<file path="config.mk">
export PLATFORM = sky130hd
export DESIGN_NAME = utrb_core
export DESIGN_NICKNAME = d
export VERILOG_FILES = /design/src/include/utrb_pkg.sv /design/src/core/utrb_core.sv
export SDC_FILE = /design/constraint.sdc
export NUM_CORES = 1
export LEC_CHECK = 0
export BUFFER_PORTS_ARGS = -buffer_cell sky130_fd_sc_hd__buf_2
export CORE_MARGIN = 5
export CORE_UTILIZATION = 58
export DETAILED_ROUTE_END_ITERATION = 16
export HOLD_SLACK_MARGIN = 0.02
export PLACE_DENSITY = 0.87
export RECOVER_POWER = 25
export SYNTH_ARGS = -nofsm -noshare
export SYNTH_HDL_FRONTEND = slang
export SYNTH_SLANG_ARGS = --single-unit
export TNS_END_PERCENT = 10
</file>
<file path="constraint.sdc">
create_clock -name i_mclk -period 3.45 [get_ports i_mclk]
set_input_delay 0.1725 -clock i_mclk [delete_from_list [all_inputs] [get_ports i_mclk]]
set_output_delay 0.1725 -clock i_mclk [all_outputs]
set_load 0.03 [all_outputs]
</file>
<file path="src/include/utrb_pkg.sv">
// Purpose: shared constants and types for the serial transmit/receive core
// Assumes: 32-bit AXI4-Lite register access, one aligned word per register
// Notes:   offsets are byte addresses; data sits in the low byte
package utrb_pkg;
  // ****************************************
  // register map
  // ****************************************
  localparam int          ADDR_W       = 5;
  localparam logic [4:0]  OFF_DATA     = 5'h00;  // write: holding, read: buffer
  localparam logic [4:0]  OFF_LINE_CTL = 5'h04;
  localparam logic [4:0]  OFF_LINE_STS = 5'h08;
  localparam logic [4:0]  OFF_DIV_LOW  = 5'h0c;
  localparam logic [4:0]  OFF_DIV_HIGH = 5'h10;
  localparam logic [1:0]  RESP_OKAY    = 2'h0;
  localparam logic [1:0]  RESP_SLVERR  = 2'h2;

  // ****************************************
  // reset values and field positions
  // ****************************************
  localparam logic [7:0]  LCR_RESET    = 8'h00;
  localparam logic [15:0] DIV_RESET    = 16'h0001;
  localparam int          LCR_USED_MSB = 4;      // bits above read zero

  // ****************************************
  // bit timing in 16x ticks
  // ****************************************
  localparam logic [4:0]  TICK_MID     = 5'h07;  // start-bit centre, 7.5 ticks
  localparam logic [4:0]  TICK_BIT     = 5'h0f;  // last tick of a bit cell
  localparam logic [4:0]  TICK_STOP1   = 5'h0f;  // one stop bit
  localparam logic [4:0]  TICK_STOP15  = 5'h17;  // one and a half stop bits
  localparam logic [4:0]  TICK_STOP2   = 5'h1f;  // two stop bits

  // ****************************************
  // types
  // ****************************************
  typedef struct packed {
    logic [2:0] unused;
    logic       par_even;   // bit 4
    logic       par_en;     // bit 3
    logic       stop_long;  // bit 2
    logic [1:0] word_len;   // bits 1:0, 00..11 = 5..8 bits
  } utrb_lcr_t;

  typedef struct packed {
    logic       zero7;
    logic       tx_all_empty;      // bit 6
    logic       tx_holding_empty;  // bit 5
    logic       brk;               // bit 4, not detected here
    logic       frame_err;         // bit 3
    logic       par_err;           // bit 2
    logic       overrun;           // bit 1
    logic       data_ready;        // bit 0
  } utrb_lsr_t;

  typedef enum logic [2:0] {ST_IDLE, ST_START, ST_DATA, ST_PAR, ST_STOP} utrb_state_t;
endpackage

</file>
<file path="src/core/utrb_core.sv">
// Purpose: asynchronous serial transmitter/receiver with 16-bit rate divisor
// Assumes: i_serial_in synchronous to i_mclk; AXI4-Lite master, one op each way
// Notes:   rate_generator emits a one-cycle 16x tick enable every divisor cycles
`timescale 1ns/1ns
module utrb_core #(
  parameter int DIV_W = 16                        // divisor width
) (
  input  wire logic                       i_mclk,          // 250 MHz clock
  input  wire logic                       i_rstn,          // sync reset, low
  input  wire logic [utrb_pkg::ADDR_W-1:0] i_awaddr,       // write address
  input  wire logic                       i_awvalid,       // write address valid
  output      logic                       o_awready,       // write address ready
  input  wire logic [31:0]                i_wdata,         // write data
  input  wire logic [3:0]                 i_wstrb,         // byte enables
  input  wire logic                       i_wvalid,        // write data valid
  output      logic                       o_wready,        // write data ready
  output      logic [1:0]                 o_bresp,         // write response
  output      logic                       o_bvalid,        // write response valid
  input  wire logic                       i_bready,        // write response ready
  input  wire logic [utrb_pkg::ADDR_W-1:0] i_araddr,       // read address
  input  wire logic                       i_arvalid,       // read address valid
  output      logic                       o_arready,       // read address ready
  output      logic [31:0]                o_rdata,         // read data
  output      logic [1:0]                 o_rresp,         // read response
  output      logic                       o_rvalid,        // read data valid
  input  wire logic                       i_rready,        // read data ready
  input  wire logic                       i_serial_in,     // line from peer
  output      logic                       o_serial_out,    // line to peer
  output      logic                       o_sample_clock_out // 16x tick
);
  // ****************************************
  // elaboration check
  // ****************************************
  if (DIV_W < 2 || DIV_W > 16) begin : g_bad_width
    $error("divisor width must be 2 to 16");
  end

  // ****************************************
  // decoding functions
  // ****************************************
  // index of the last data bit, 4..7 for 5..8 bits
  function automatic logic [2:0] last_bit(input utrb_pkg::utrb_lcr_t c);
    last_bit = 3'h4 + {1'b0, c.word_len};
  endfunction

  // last tick of the stop period
  function automatic logic [4:0] stop_last(input utrb_pkg::utrb_lcr_t c);
    if (!c.stop_long) begin
      stop_last = utrb_pkg::TICK_STOP1;
    end else if (c.word_len == 2'h0) begin
      stop_last = utrb_pkg::TICK_STOP15;
    end else begin
      stop_last = utrb_pkg::TICK_STOP2;
    end
  endfunction

  // parity bit for the selected sense
  function automatic logic par_of(input logic [7:0] d, input utrb_pkg::utrb_lcr_t c);
    par_of = (^d) ^ ~c.par_even;
  endfunction

  // ****************************************
  // registers and state
  // ****************************************
  utrb_pkg::utrb_lcr_t   line_control_reg;
  logic [7:0]            divisor_low_byte;
  logic [7:0]            divisor_high_byte;
  logic [7:0]            tx_holding_reg;
  logic [7:0]            tx_shift_reg;
  logic [7:0]            rx_shift_reg;
  logic [7:0]            rx_buffer_reg;
  logic                  hold_full;
  logic                  tx_par;
  logic                  data_ready;
  logic                  overrun;
  logic                  par_err;
  logic                  frame_err;
  utrb_pkg::utrb_state_t tx_st;
  utrb_pkg::utrb_state_t rx_st;
  logic [4:0]            tx_cnt;
  logic [4:0]            rx_cnt;
  logic [2:0]            tx_bit;
  logic [2:0]            rx_bit;
  logic                  rx_prev;
  logic                  rx_par;
  logic [DIV_W-1:0]      rate_cnt;
  logic                  tick;
  logic                  aw_held;
  logic                  w_held;
  logic [utrb_pkg::ADDR_W-1:0] aw_addr;
  logic [7:0]            w_byte;
  logic                  w_lane0;

  // ****************************************
  // rate_generator
  // ****************************************
  wire [15:0]      div_full = {divisor_high_byte, divisor_low_byte};
  wire [DIV_W-1:0] div_val  = div_full[DIV_W-1:0];
  // divisor 0 wraps and acts as the largest divisor
  wire [DIV_W-1:0] div_last = div_val - {{(DIV_W-1){1'b0}}, 1'b1};
  wire             rate_hit = (rate_cnt >= div_last);

  // one tick every divisor clocks, divisor 1 ticks every clock
  always_ff @(posedge i_mclk) begin
    if (!i_rstn) begin
      rate_cnt <= '0;
      tick     <= 1'b0;
    end else begin
      rate_cnt <= rate_hit ? '0 : rate_cnt + 1'b1;
      tick     <= rate_hit;
    end
  end
  assign o_sample_clock_out = tick;

  // ****************************************
  // register bus decode
  // ****************************************
  wire do_write  = aw_held && w_held && !o_bvalid;
  wire ar_take   = i_arvalid && o_arready;
  wire wr_data   = do_write && w_lane0 && (aw_addr == utrb_pkg::OFF_DATA);
  wire wr_lcr    = do_write && w_lane0 && (aw_addr == utrb_pkg::OFF_LINE_CTL);
  wire wr_dll    = do_write && w_lane0 && (aw_addr == utrb_pkg::OFF_DIV_LOW);
  wire wr_dlm    = do_write && w_lane0 && (aw_addr == utrb_pkg::OFF_DIV_HIGH);
  wire wr_map    = (aw_addr == utrb_pkg::OFF_DATA) || (aw_addr == utrb_pkg::OFF_LINE_CTL)
                || (aw_addr == utrb_pkg::OFF_DIV_LOW) || (aw_addr == utrb_pkg::OFF_DIV_HIGH)
                || (aw_addr == utrb_pkg::OFF_LINE_STS);
  wire rd_data   = ar_take && (i_araddr == utrb_pkg::OFF_DATA);
  wire rd_lsr    = ar_take && (i_araddr == utrb_pkg::OFF_LINE_STS);
  assign o_awready = !aw_held && !o_bvalid;
  assign o_wready  = !w_held && !o_bvalid;
  assign o_arready = !o_rvalid;

  // status view of the live flags
  wire tx_idle = (tx_st == utrb_pkg::ST_IDLE);
  wire all_empty = tx_idle && !hold_full;
  utrb_pkg::utrb_lsr_t lsr_view;
  assign lsr_view = '{zero7: 1'b0, tx_all_empty: all_empty,
                      tx_holding_empty: !hold_full, brk: 1'b0,
                      frame_err: frame_err, par_err: par_err,
                      overrun: overrun, data_ready: data_ready};
  wire [7:0] lcr_view = {3'h0, line_control_reg[utrb_pkg::LCR_USED_MSB:0]};

  // read data selection
  logic [7:0] rd_byte;
  logic       rd_ok;
  always_comb begin
    rd_ok = 1'b1;
    unique case (i_araddr)
      utrb_pkg::OFF_DATA:     rd_byte = rx_buffer_reg;
      utrb_pkg::OFF_LINE_CTL: rd_byte = lcr_view;
      utrb_pkg::OFF_LINE_STS: rd_byte = lsr_view;
      utrb_pkg::OFF_DIV_LOW:  rd_byte = divisor_low_byte;
      utrb_pkg::OFF_DIV_HIGH: rd_byte = divisor_high_byte;
      default: begin
        rd_byte = 8'h00;
        rd_ok   = 1'b0;
      end
    endcase
  end

  // write channels held independently, response once both are in
  always_ff @(posedge i_mclk) begin
    if (!i_rstn) begin
      aw_held  <= 1'b0;
      w_held   <= 1'b0;
      aw_addr  <= '0;
      w_byte   <= 8'h00;
      w_lane0  <= 1'b0;
      o_bvalid <= 1'b0;
      o_bresp  <= utrb_pkg::RESP_OKAY;
    end else begin
      if (i_awvalid && o_awready) begin
        aw_held <= 1'b1;
        aw_addr <= i_awaddr;
      end
      if (i_wvalid && o_wready) begin
        w_held  <= 1'b1;
        w_byte  <= i_wdata[7:0];
        w_lane0 <= i_wstrb[0];
      end
      if (do_write) begin
        aw_held  <= 1'b0;
        w_held   <= 1'b0;
        o_bvalid <= 1'b1;
        o_bresp  <= wr_map ? utrb_pkg::RESP_OKAY : utrb_pkg::RESP_SLVERR;
      end else if (o_bvalid && i_bready) begin
        o_bvalid <= 1'b0;
      end
    end
  end

  // read answer one cycle after the address is taken
  always_ff @(posedge i_mclk) begin
    if (!i_rstn) begin
      o_rvalid <= 1'b0;
      o_rdata  <= 32'h0000_0000;
      o_rresp  <= utrb_pkg::RESP_OKAY;
    end else if (ar_take) begin
      o_rvalid <= 1'b1;
      o_rdata  <= {24'h00_0000, rd_byte};
      o_rresp  <= rd_ok ? utrb_pkg::RESP_OKAY : utrb_pkg::RESP_SLVERR;
    end else if (o_rvalid && i_rready) begin
      o_rvalid <= 1'b0;
    end
  end

  localparam logic [7:0] DIV_RESET_LOW  = utrb_pkg::DIV_RESET[7:0];
  localparam logic [7:0] DIV_RESET_HIGH = utrb_pkg::DIV_RESET[15:8];

  // control registers; divisor kept across reset would need no reset here,
  // but a known divide-by-one start is safer for bring-up
  always_ff @(posedge i_mclk) begin
    if (!i_rstn) begin
      line_control_reg  <= utrb_pkg::LCR_RESET;
      divisor_low_byte  <= DIV_RESET_LOW;
      divisor_high_byte <= DIV_RESET_HIGH;
    end else begin
      if (wr_lcr) line_control_reg  <= w_byte;
      if (wr_dll) divisor_low_byte  <= w_byte;
      if (wr_dlm) divisor_high_byte <= w_byte;
    end
  end

  // ****************************************
  // transmitter
  // ****************************************
  wire tx_load = tick && tx_idle && hold_full;
  wire tx_cell = tick && (tx_cnt == utrb_pkg::TICK_BIT);
  wire tx_stop_end = tick && (tx_cnt == stop_last(line_control_reg));
  // data mask for the configured length
  wire [7:0] len_mask = 8'hff >> (3'h7 - last_bit(line_control_reg));

  // holding register; a write in the load cycle wins over the transfer
  always_ff @(posedge i_mclk) begin
    if (!i_rstn) begin
      hold_full <= 1'b0;
    end else if (wr_data) begin
      hold_full <= 1'b1;
    end else if (tx_load) begin
      hold_full <= 1'b0;
    end
  end

  always_ff @(posedge i_mclk) begin
    if (wr_data) tx_holding_reg <= w_byte;
  end

  // shifter sequence, one state per field
  always_ff @(posedge i_mclk) begin
    if (!i_rstn) begin
      tx_st  <= utrb_pkg::ST_IDLE;
      tx_cnt <= 5'h00;
      tx_bit <= 3'h0;
      tx_shift_reg <= 8'h00;
      tx_par <= 1'b0;
    end else if (tick) begin
      tx_cnt <= tx_cnt + 5'h01;
      unique case (tx_st)
        utrb_pkg::ST_IDLE: begin
          tx_cnt <= 5'h00;
          if (hold_full) begin
            tx_shift_reg <= tx_holding_reg;
            tx_par <= par_of(tx_holding_reg & len_mask, line_control_reg);
            tx_st  <= utrb_pkg::ST_START;
          end
        end
        utrb_pkg::ST_START: if (tx_cell) begin
          tx_st  <= utrb_pkg::ST_DATA;
          tx_cnt <= 5'h00;
          tx_bit <= 3'h0;
        end
        utrb_pkg::ST_DATA: if (tx_cell) begin
          tx_cnt <= 5'h00;
          tx_shift_reg <= {1'b0, tx_shift_reg[7:1]};
          tx_bit <= tx_bit + 3'h1;
          if (tx_bit == last_bit(line_control_reg)) begin
            tx_st <= line_control_reg.par_en ? utrb_pkg::ST_PAR : utrb_pkg::ST_STOP;
          end
        end
        utrb_pkg::ST_PAR: if (tx_cell) begin
          tx_st  <= utrb_pkg::ST_STOP;
          tx_cnt <= 5'h00;
        end
        utrb_pkg::ST_STOP: if (tx_stop_end) begin
          tx_st <= utrb_pkg::ST_IDLE;
        end
        default: tx_st <= utrb_pkg::ST_IDLE;
      endcase
    end
  end

  // line level per state, registered onto the pin
  logic next_serial_out;
  always_comb begin
    unique case (tx_st)
      utrb_pkg::ST_START: next_serial_out = 1'b0;
      utrb_pkg::ST_DATA:  next_serial_out = tx_shift_reg[0];
      utrb_pkg::ST_PAR:   next_serial_out = tx_par;
      default:            next_serial_out = 1'b1;
    endcase
  end

  always_ff @(posedge i_mclk) begin
    if (!i_rstn) o_serial_out <= 1'b1;
    else o_serial_out <= next_serial_out;
  end

  // ****************************************
  // receiver
  // ****************************************
  wire rx_edge   = rx_prev && !i_serial_in;
  wire rx_cell   = tick && (rx_cnt == utrb_pkg::TICK_BIT);
  wire rx_centre = tick && (rx_cnt == utrb_pkg::TICK_MID);
  wire rx_done   = rx_cell && (rx_st == utrb_pkg::ST_STOP);
  wire [7:0] rx_word = rx_shift_reg >> (3'h7 - last_bit(line_control_reg));
  wire par_bad   = line_control_reg.par_en && (rx_par != par_of(rx_word, line_control_reg));

  always_ff @(posedge i_mclk) begin
    if (!i_rstn) begin
      rx_st   <= utrb_pkg::ST_IDLE;
      rx_prev <= 1'b1;
      rx_cnt  <= 5'h00;
      rx_bit  <= 3'h0;
      rx_par  <= 1'b0;
      rx_shift_reg <= 8'h00;
    end else begin
      rx_prev <= i_serial_in;
      if (tick) rx_cnt <= rx_cnt + 5'h01;
      unique case (rx_st)
        utrb_pkg::ST_IDLE: if (rx_edge) begin
          rx_st  <= utrb_pkg::ST_START;
          rx_cnt <= 5'h00;
        end
        utrb_pkg::ST_START: if (rx_centre) begin
          rx_cnt <= 5'h00;
          rx_bit <= 3'h0;
          rx_st  <= i_serial_in ? utrb_pkg::ST_IDLE : utrb_pkg::ST_DATA;
        end
        utrb_pkg::ST_DATA: if (rx_cell) begin
          rx_cnt <= 5'h00;                              // restart the cell count
          rx_shift_reg <= {i_serial_in, rx_shift_reg[7:1]};
          rx_bit <= rx_bit + 3'h1;
          if (rx_bit == last_bit(line_control_reg)) begin
            rx_st <= line_control_reg.par_en ? utrb_pkg::ST_PAR : utrb_pkg::ST_STOP;
          end
        end
        utrb_pkg::ST_PAR: if (rx_cell) begin
          rx_cnt <= 5'h00;
          rx_par <= i_serial_in;
          rx_st  <= utrb_pkg::ST_STOP;
        end
        utrb_pkg::ST_STOP: if (rx_cell) begin
          rx_st <= utrb_pkg::ST_IDLE;
        end
        default: rx_st <= utrb_pkg::ST_IDLE;
      endcase
    end
  end

  always_ff @(posedge i_mclk) begin
    if (rx_done) rx_buffer_reg <= rx_word;
  end

  // status flags; a hardware set wins over the read that clears it
  always_ff @(posedge i_mclk) begin
    if (!i_rstn) begin
      data_ready <= 1'b0;
      overrun    <= 1'b0;
      par_err    <= 1'b0;
      frame_err  <= 1'b0;
    end else begin
      if (rx_done) data_ready <= 1'b1;
      else if (rd_data) data_ready <= 1'b0;
      if (rx_done && data_ready && !rd_data) overrun <= 1'b1;
      else if (rd_lsr) overrun <= 1'b0;
      if (rx_done && par_bad) par_err <= 1'b1;
      else if (rd_lsr) par_err <= 1'b0;
      if (rx_done && !i_serial_in) frame_err <= 1'b1;
      else if (rd_lsr) frame_err <= 1'b0;
    end
  end

  // ****************************************
  // checks
  // ****************************************
  a_write_clears_empty: assert property (@(posedge i_mclk) disable iff (!i_rstn)
    wr_data |=> hold_full) else $error("holding write did not clear empty");
  a_load_at_start: assert property (@(posedge i_mclk) disable iff (!i_rstn)
    tx_load && !wr_data |=> !hold_full && tx_st == utrb_pkg::ST_START ##1 !o_serial_out)
    else $error("load did not start the frame");
  a_shift_busy: assert property (@(posedge i_mclk) disable iff (!i_rstn)
    !o_serial_out |-> !all_empty) else $error("shifter empty while line driven low");
  a_hold_wait: assert property (@(posedge i_mclk) disable iff (!i_rstn)
    hold_full && !tx_idle |=> hold_full) else $error("holding moved while shifter busy");
  a_ready_set: assert property (@(posedge i_mclk) disable iff (!i_rstn)
    rx_done |=> data_ready && rx_st == utrb_pkg::ST_IDLE) else $error("data ready not set");
  a_ready_clear: assert property (@(posedge i_mclk) disable iff (!i_rstn)
    rd_data && !rx_done |=> !data_ready) else $error("buffer read kept data ready");
  a_overrun_set: assert property (@(posedge i_mclk) disable iff (!i_rstn)
    rx_done && data_ready && !rd_data |=> overrun) else $error("overrun not flagged");
  a_noise_reject: assert property (@(posedge i_mclk) disable iff (!i_rstn)
    rx_st == utrb_pkg::ST_START && rx_centre && i_serial_in |=> rx_st == utrb_pkg::ST_IDLE)
    else $error("noise accepted as start");
  a_div_one: assert property (@(posedge i_mclk) disable iff (!i_rstn)
    div_full == 16'h0001 && $stable(div_full) && tick |=> tick) else $error("divide by one slow");
  a_idle_high: assert property (@(posedge i_mclk) disable iff (!i_rstn)
    tx_idle && $past(tx_idle) |=> o_serial_out) else $error("line low while idle");
endmodule

</file>
Word-level counts from Yosys, hierarchy flattened. Cells that the tools add are included. W data, S select, Z words.

Equality and inequality tests: 35. Bitwise logic cells: 5. $mul: 0. Reduce and logical (&&, ||, !) cells: 71. Magnitude comparators: 1. Add/sub/neg operators: 8. Divide/modulo/power cells: 0. Muxes and demuxes: 51. Shift-type cells: 2.

Operator list (number): $mux W3 (17); $pmux W8 S5 (1); $eq A5 B4 Y1 const B (6); $logic_and A1 B1 Y1 (30); $mux W5 (6); $pmux W3 S5 (2); $ne A2 B2 Y1 const B (12); $reduce_bool A2 Y1 (10); $add A16 B1 Y16 const B (1); $ge A16 B16 Y1 (1); $mux W8 (2); $pmux W8 S2 (1); $reduce_xor A8 Y1 (2); $sub A16 B1 Y16 const B (1); $eq A5 B3 Y1 const B (3); $pmux W5 S3 (1); $mux W1 (13); $eq A3 B2 Y1 const B (4); $pmux W3 S2 (2); $add A5 B1 Y5 const B (2); $eq A5 B5 Y1 const B (2); $logic_not A5 Y1 (2); $pmux W5 S2 (1); $and A8 B8 Y8 (1); other kinds (27) (50).

Input bits: 54. Bits in read-only memories: 0. Output and inout bits: 43. Memories: 0. Latch bits: 0. Bits in writable memories: 0. Logic and storage cells: 210. Register bits: 131.

Logic depth before layout (Yosys ltp).
Word-level depth: 9. Mapped depth: 13. Depth with buffers taken out: 12.

Worst setup path after synthesis. No wires, ideal clock.

Path kind: reg2reg. Start: register divisor_low_byte[2]. End: register rate_cnt[10]. Arrival time: 2912 ps. Path buffers: 1. Setup time: 128 ps. Required time: 3322 ps. Stages on the path, launching flop included: 13. Period minus slack after synthesis: 3040 ps. Slack: 410 ps. Cells stage by stage: dfxtp_1 or3_1 nor3_2 nand2b_1 or3_1 nor3_1 xnor2_1 ha_1 and4_1 o21ai_0 o211ai_1 clkbuf_1 nor2_1.

Longest elaborated chain between the ends: 3.

Ends and longest elaborated chain: start, declared (line utrb_core.sv:66) `logic [7:0] divisor_low_byte;`; start signal, assigned (line utrb_core.sv:219) `if (wr_dll) divisor_low_byte <= w_byte;`; $sub A16 B1 Y16 (line utrb_core.sv:100) `wire [DIV_W-1:0] div_last = div_val - {{(DIV_W-1){1'b0}}, 1'b1};`; $ge A16 B16 Y1 (line utrb_core.sv:101) `wire rate_hit = (rate_cnt >= div_last);`; $reduce_or A2 Y1 (no line); end signal, assigned (line utrb_core.sv:109) `rate_cnt <= rate_hit ? '0 : rate_cnt + 1'b1;`; end, declared (line utrb_core.sv:86) `logic [DIV_W-1:0] rate_cnt;`.

No other way between the ends. A chain may end at the register's enable or synchronous reset.

Final worst setup path.
Start: register divisor_low_byte[2]. End: register rate_cnt[7].

The elaborated chain is that of the path after synthesis.

==> results.md <==
* Status: completed
* Synth unique cells at 60
* Fraction of registers with async set/reset at 0
* Clk sinks at 129
* Clock share of power at 0.515
* Initial DRC count at 351
* Yosys reg bits at 129
* Crit end category: register
* Diode count at 0
* Internal power at 2.85 mW
* Sequential fraction of the synthesis area at 0.405
* Yosys warning count at 0
* Worst min path class: in2reg
* Max Cap Violations at 0
* Vias in the first global route at 5,284
* H-tree Lvls at 4
* PwrDens at 479 mW/mm²
* Dominant synthesized flop cell: dfxtp_1
* Bufs on Longest Clock Path at 2
* Core Region at 0.0114 mm²
* Sequential share of power at 0.430
* Sw Share at 0.223
* Crit-path slowest cell: or3_1
* Worst path required time at 3.80 ns
* Final net count at 833
* Setup Buffers After CTS at 0
* CTS buffer count at 17
* Die W at 118 µm
* Die height at 118 µm
* Startpoint Class: register
* Initial antenna violation count at 0
* IO Pins at 97
* Worst Path Arrival at 3.55 ns
* Total Routing Usage GR at 0.219
* Max reg flops at 16
* Post-route clock skew at 0.00607 ns
* Syn Std Cell Area at 0.00677 mm²
* Final TNS setup at 0 ns
* Final worst path period share at 0.929
* Initial Util at 0.593
* Worst Max-Slew Pin Slew at 1.24 ns
* Final setup viols at 0
* Crit Path Max Fanout at 16
* Critical path class: reg2reg
* Relative slew slack at 0.171
* Count of final max-slew check failures at 0
* First-pass GRT wire length at 25.1 mm
* Synthesis-to-layout area growth at 13.0%
* Gr ovfl total at 0
* CP delay by family, top: simple AND/OR/NAND/NOR gates
* Worst hold margin at 0.0201 ns
* DIE AREA at 0.0139 mm²
* RSZ-0062 raised after global routing: false
* GP Congestion at 0.849
* Wire per inst at 16.9 µm
* Logic pwr share at 0.055
* Largest register by flop count: rate_cnt
* Clk_lat worst skew at 0.42 ns
* Layout cells sized above 1 at 0.0911
* Crit-path cells: or3_1 > nor3_2 > nand2b_1 > or3_1 > nor3_1 > xnor2_1 > ha_1 > a21o_1 > a21o_1 > a21oi_1 > o211ai_1 > buf_6 > nor2_1
* Synth Instances at 714
* ANT nets after route at 0
* Vias per inst at 5.81
* Largest net degree at the start of global routing at 57
* VDD IR max at 386 µV
* Worst path bufs/invs at 1
* Post-DP Area at 0.00698 mm²
* Final Hold Vio Count at 0
* Vias at 5,295
* CTS tree: built
* DR pass1 iterations at 5
* Worst-path clk slew at 0.06 ns
* Post-synth EDFFs at 16
* Fmax at 0.312 GHz
* Syn Area/Cell at 9.48 µm²
* Leak at 2.97 nW
* Total routed wirelength at 15.4 mm
* Final Instance Area at 0.00765 mm²
* Min Tclk post-route at 3.20 ns
* Hpwl dp at 10.7 mm
* Number of port buffers at 43
* Clock root cell: clkbuf_16
* Num rows at 39
* Residual DRC count at 0
* NetSw at 0.815 mW
* Delay of the slowest critical-path stage at 0.44 ns
what timing repair did:
item,4_1_cts,5_1_grt
endpoints found under the setup margin,0,8
hold endpoints to repair,5,0
resized for setup,0,3
hold buffers,6,0
cells in the mapped netlist, types with 2 or more instances:
master,count,share of area
o21ai_0,24,0.018
or3_1,7,0.0065
o21ai_1,2,0.0015
a21o_1,13,0.014
clkbuf_1,24,0.013
xnor2_1,36,0.047
a22oi_1,6,0.0067
nor2b_1,57,0.053
buf_2,5,0.0037
edfxtp_1,16,0.071
mux2i_1,61,0.090
or4_1,2,0.0022
a21boi_0,15,0.017
a21oi_1,14,0.010
nand4_1,7,0.0065
nand3_1,14,0.010
and3_1,7,0.0065
nor3_2,2,0.0030
nor2_1,54,0.030
a31oi_1,5,0.0046
nand3b_1,4,0.0044
and4_1,4,0.0052
ha_1,24,0.044
xor2_1,15,0.019
o41ai_1,2,0.0026
nor3b_1,6,0.0067
dfxtp_1,113,0.33
mux4_2,2,0.0067
o211a_1,9,0.013
o211ai_1,2,0.0022
buf_1,4,0.0022
mux4_1,2,0.0078
a222oi_1,7,0.010
nand2b_1,10,0.0092
nor4_1,4,0.0037
nor3_1,12,0.0089
buf_4,26,0.029
inv_1,18,0.010
and2_1,9,0.0083
a32oi_1,2,0.0026
nand2_1,49,0.027
cell usage in the layout (no fill, tap or decap), types with 14 or more instances in the layout:
master	netlist	final
dfxtp_1	113	113
mux2i_1	61	61
nor2b_1	57	57
nor2_1	54	54
nand2_1	49	49
xnor2_1	36	36
buf_2	5	27
conb_1	1	26
o21ai_0	24	24
ha_1	24	24
clkbuf_1	24	22
inv_1	18	18
clkbuf_16	0	18
edfxtp_1	16	16
xor2_1	15	15
a21boi_0	15	15
nand3_1	14	14
a21oi_1	14	14
logic make-up (layout without fill, tap and decap cells):
family | count (synthesis) | after routing | synth area share
compound gates | 110 | 110 | 0.114
other cells | 1 | 26 | 0.000554
simple gates | 253 | 253 | 0.198
buf+inv | 78 | 107 | 0.0597
mux | 66 | 66 | 0.106
xor+xnor | 53 | 53 | 0.0717
flops | 129 | 129 | 0.405
fa+ha+maj | 24 | 24 | 0.0444
layer usage:
metal | GRT usage | up-vias | routed length [µm]
li1 | - | 2545 | -
met1 | 0.250 | 2520 | 6230
met2 | 0.379 | 182 | 7890
met3 | 0.0543 | 48 | 846
met4 | 0.109 | 0 | 458
met5 | 0 | - | 0
tightest hold or removal path, delay by kind of cell:
kind | cells | cell delay (ns)
buffers and inverters | 1 | 0.08
multiplexers | 1 | 0.06
AND/OR/NAND/NOR | 1 | 0.09
final timing paths:
kind | slack, ns | cells past startpoint | end | from
setup reg to reg | 0.25 | 13 | rate_cnt[7] | divisor_low_byte[2]
setup / recovery | 0.25 | 13 | rate_cnt[7] | divisor_low_byte[2]
hold / removal | 0.02 | 3 | aw_addr[0] | i_awaddr[0]
hold reg to reg | 0.46 | 2 | par_err | par_err
power groups by stage:
stage,clock network [mW],registers [mW],logic [mW]
floorplan,0,1.60,0.168
global placement,0,1.60,0.187
detailed placement,0,1.60,0.193
CTS,1.89,1.57,0.201
global route,1.97,1.58,0.217
finish,1.89,1.57,0.201
final cells by class:
type | instances | area (µm²)
clock inverter | 8 | 124
sequential | 129 | 2740
multi-input combinational | 532 | 3720
timing repair buffer | 57 | 308
inverter | 18 | 67.6
clock buffer | 24 | 503
fill | 808 | 3770
tap | 143 | 179
metrics by stage:
stage                     power, mW  worst slack [ns]  utilization  cells
after floorplan                1.76             0.410            -    739
after global placement         1.79             0.367        0.611    873
after detailed placement       1.80             0.230        0.611    873
after CTS                      3.67             0.170        0.671    911
after global routing           3.76            0.0126        0.670    911
final                          3.66             0.245        0.670    911
(Power assumes the default switching activity.)
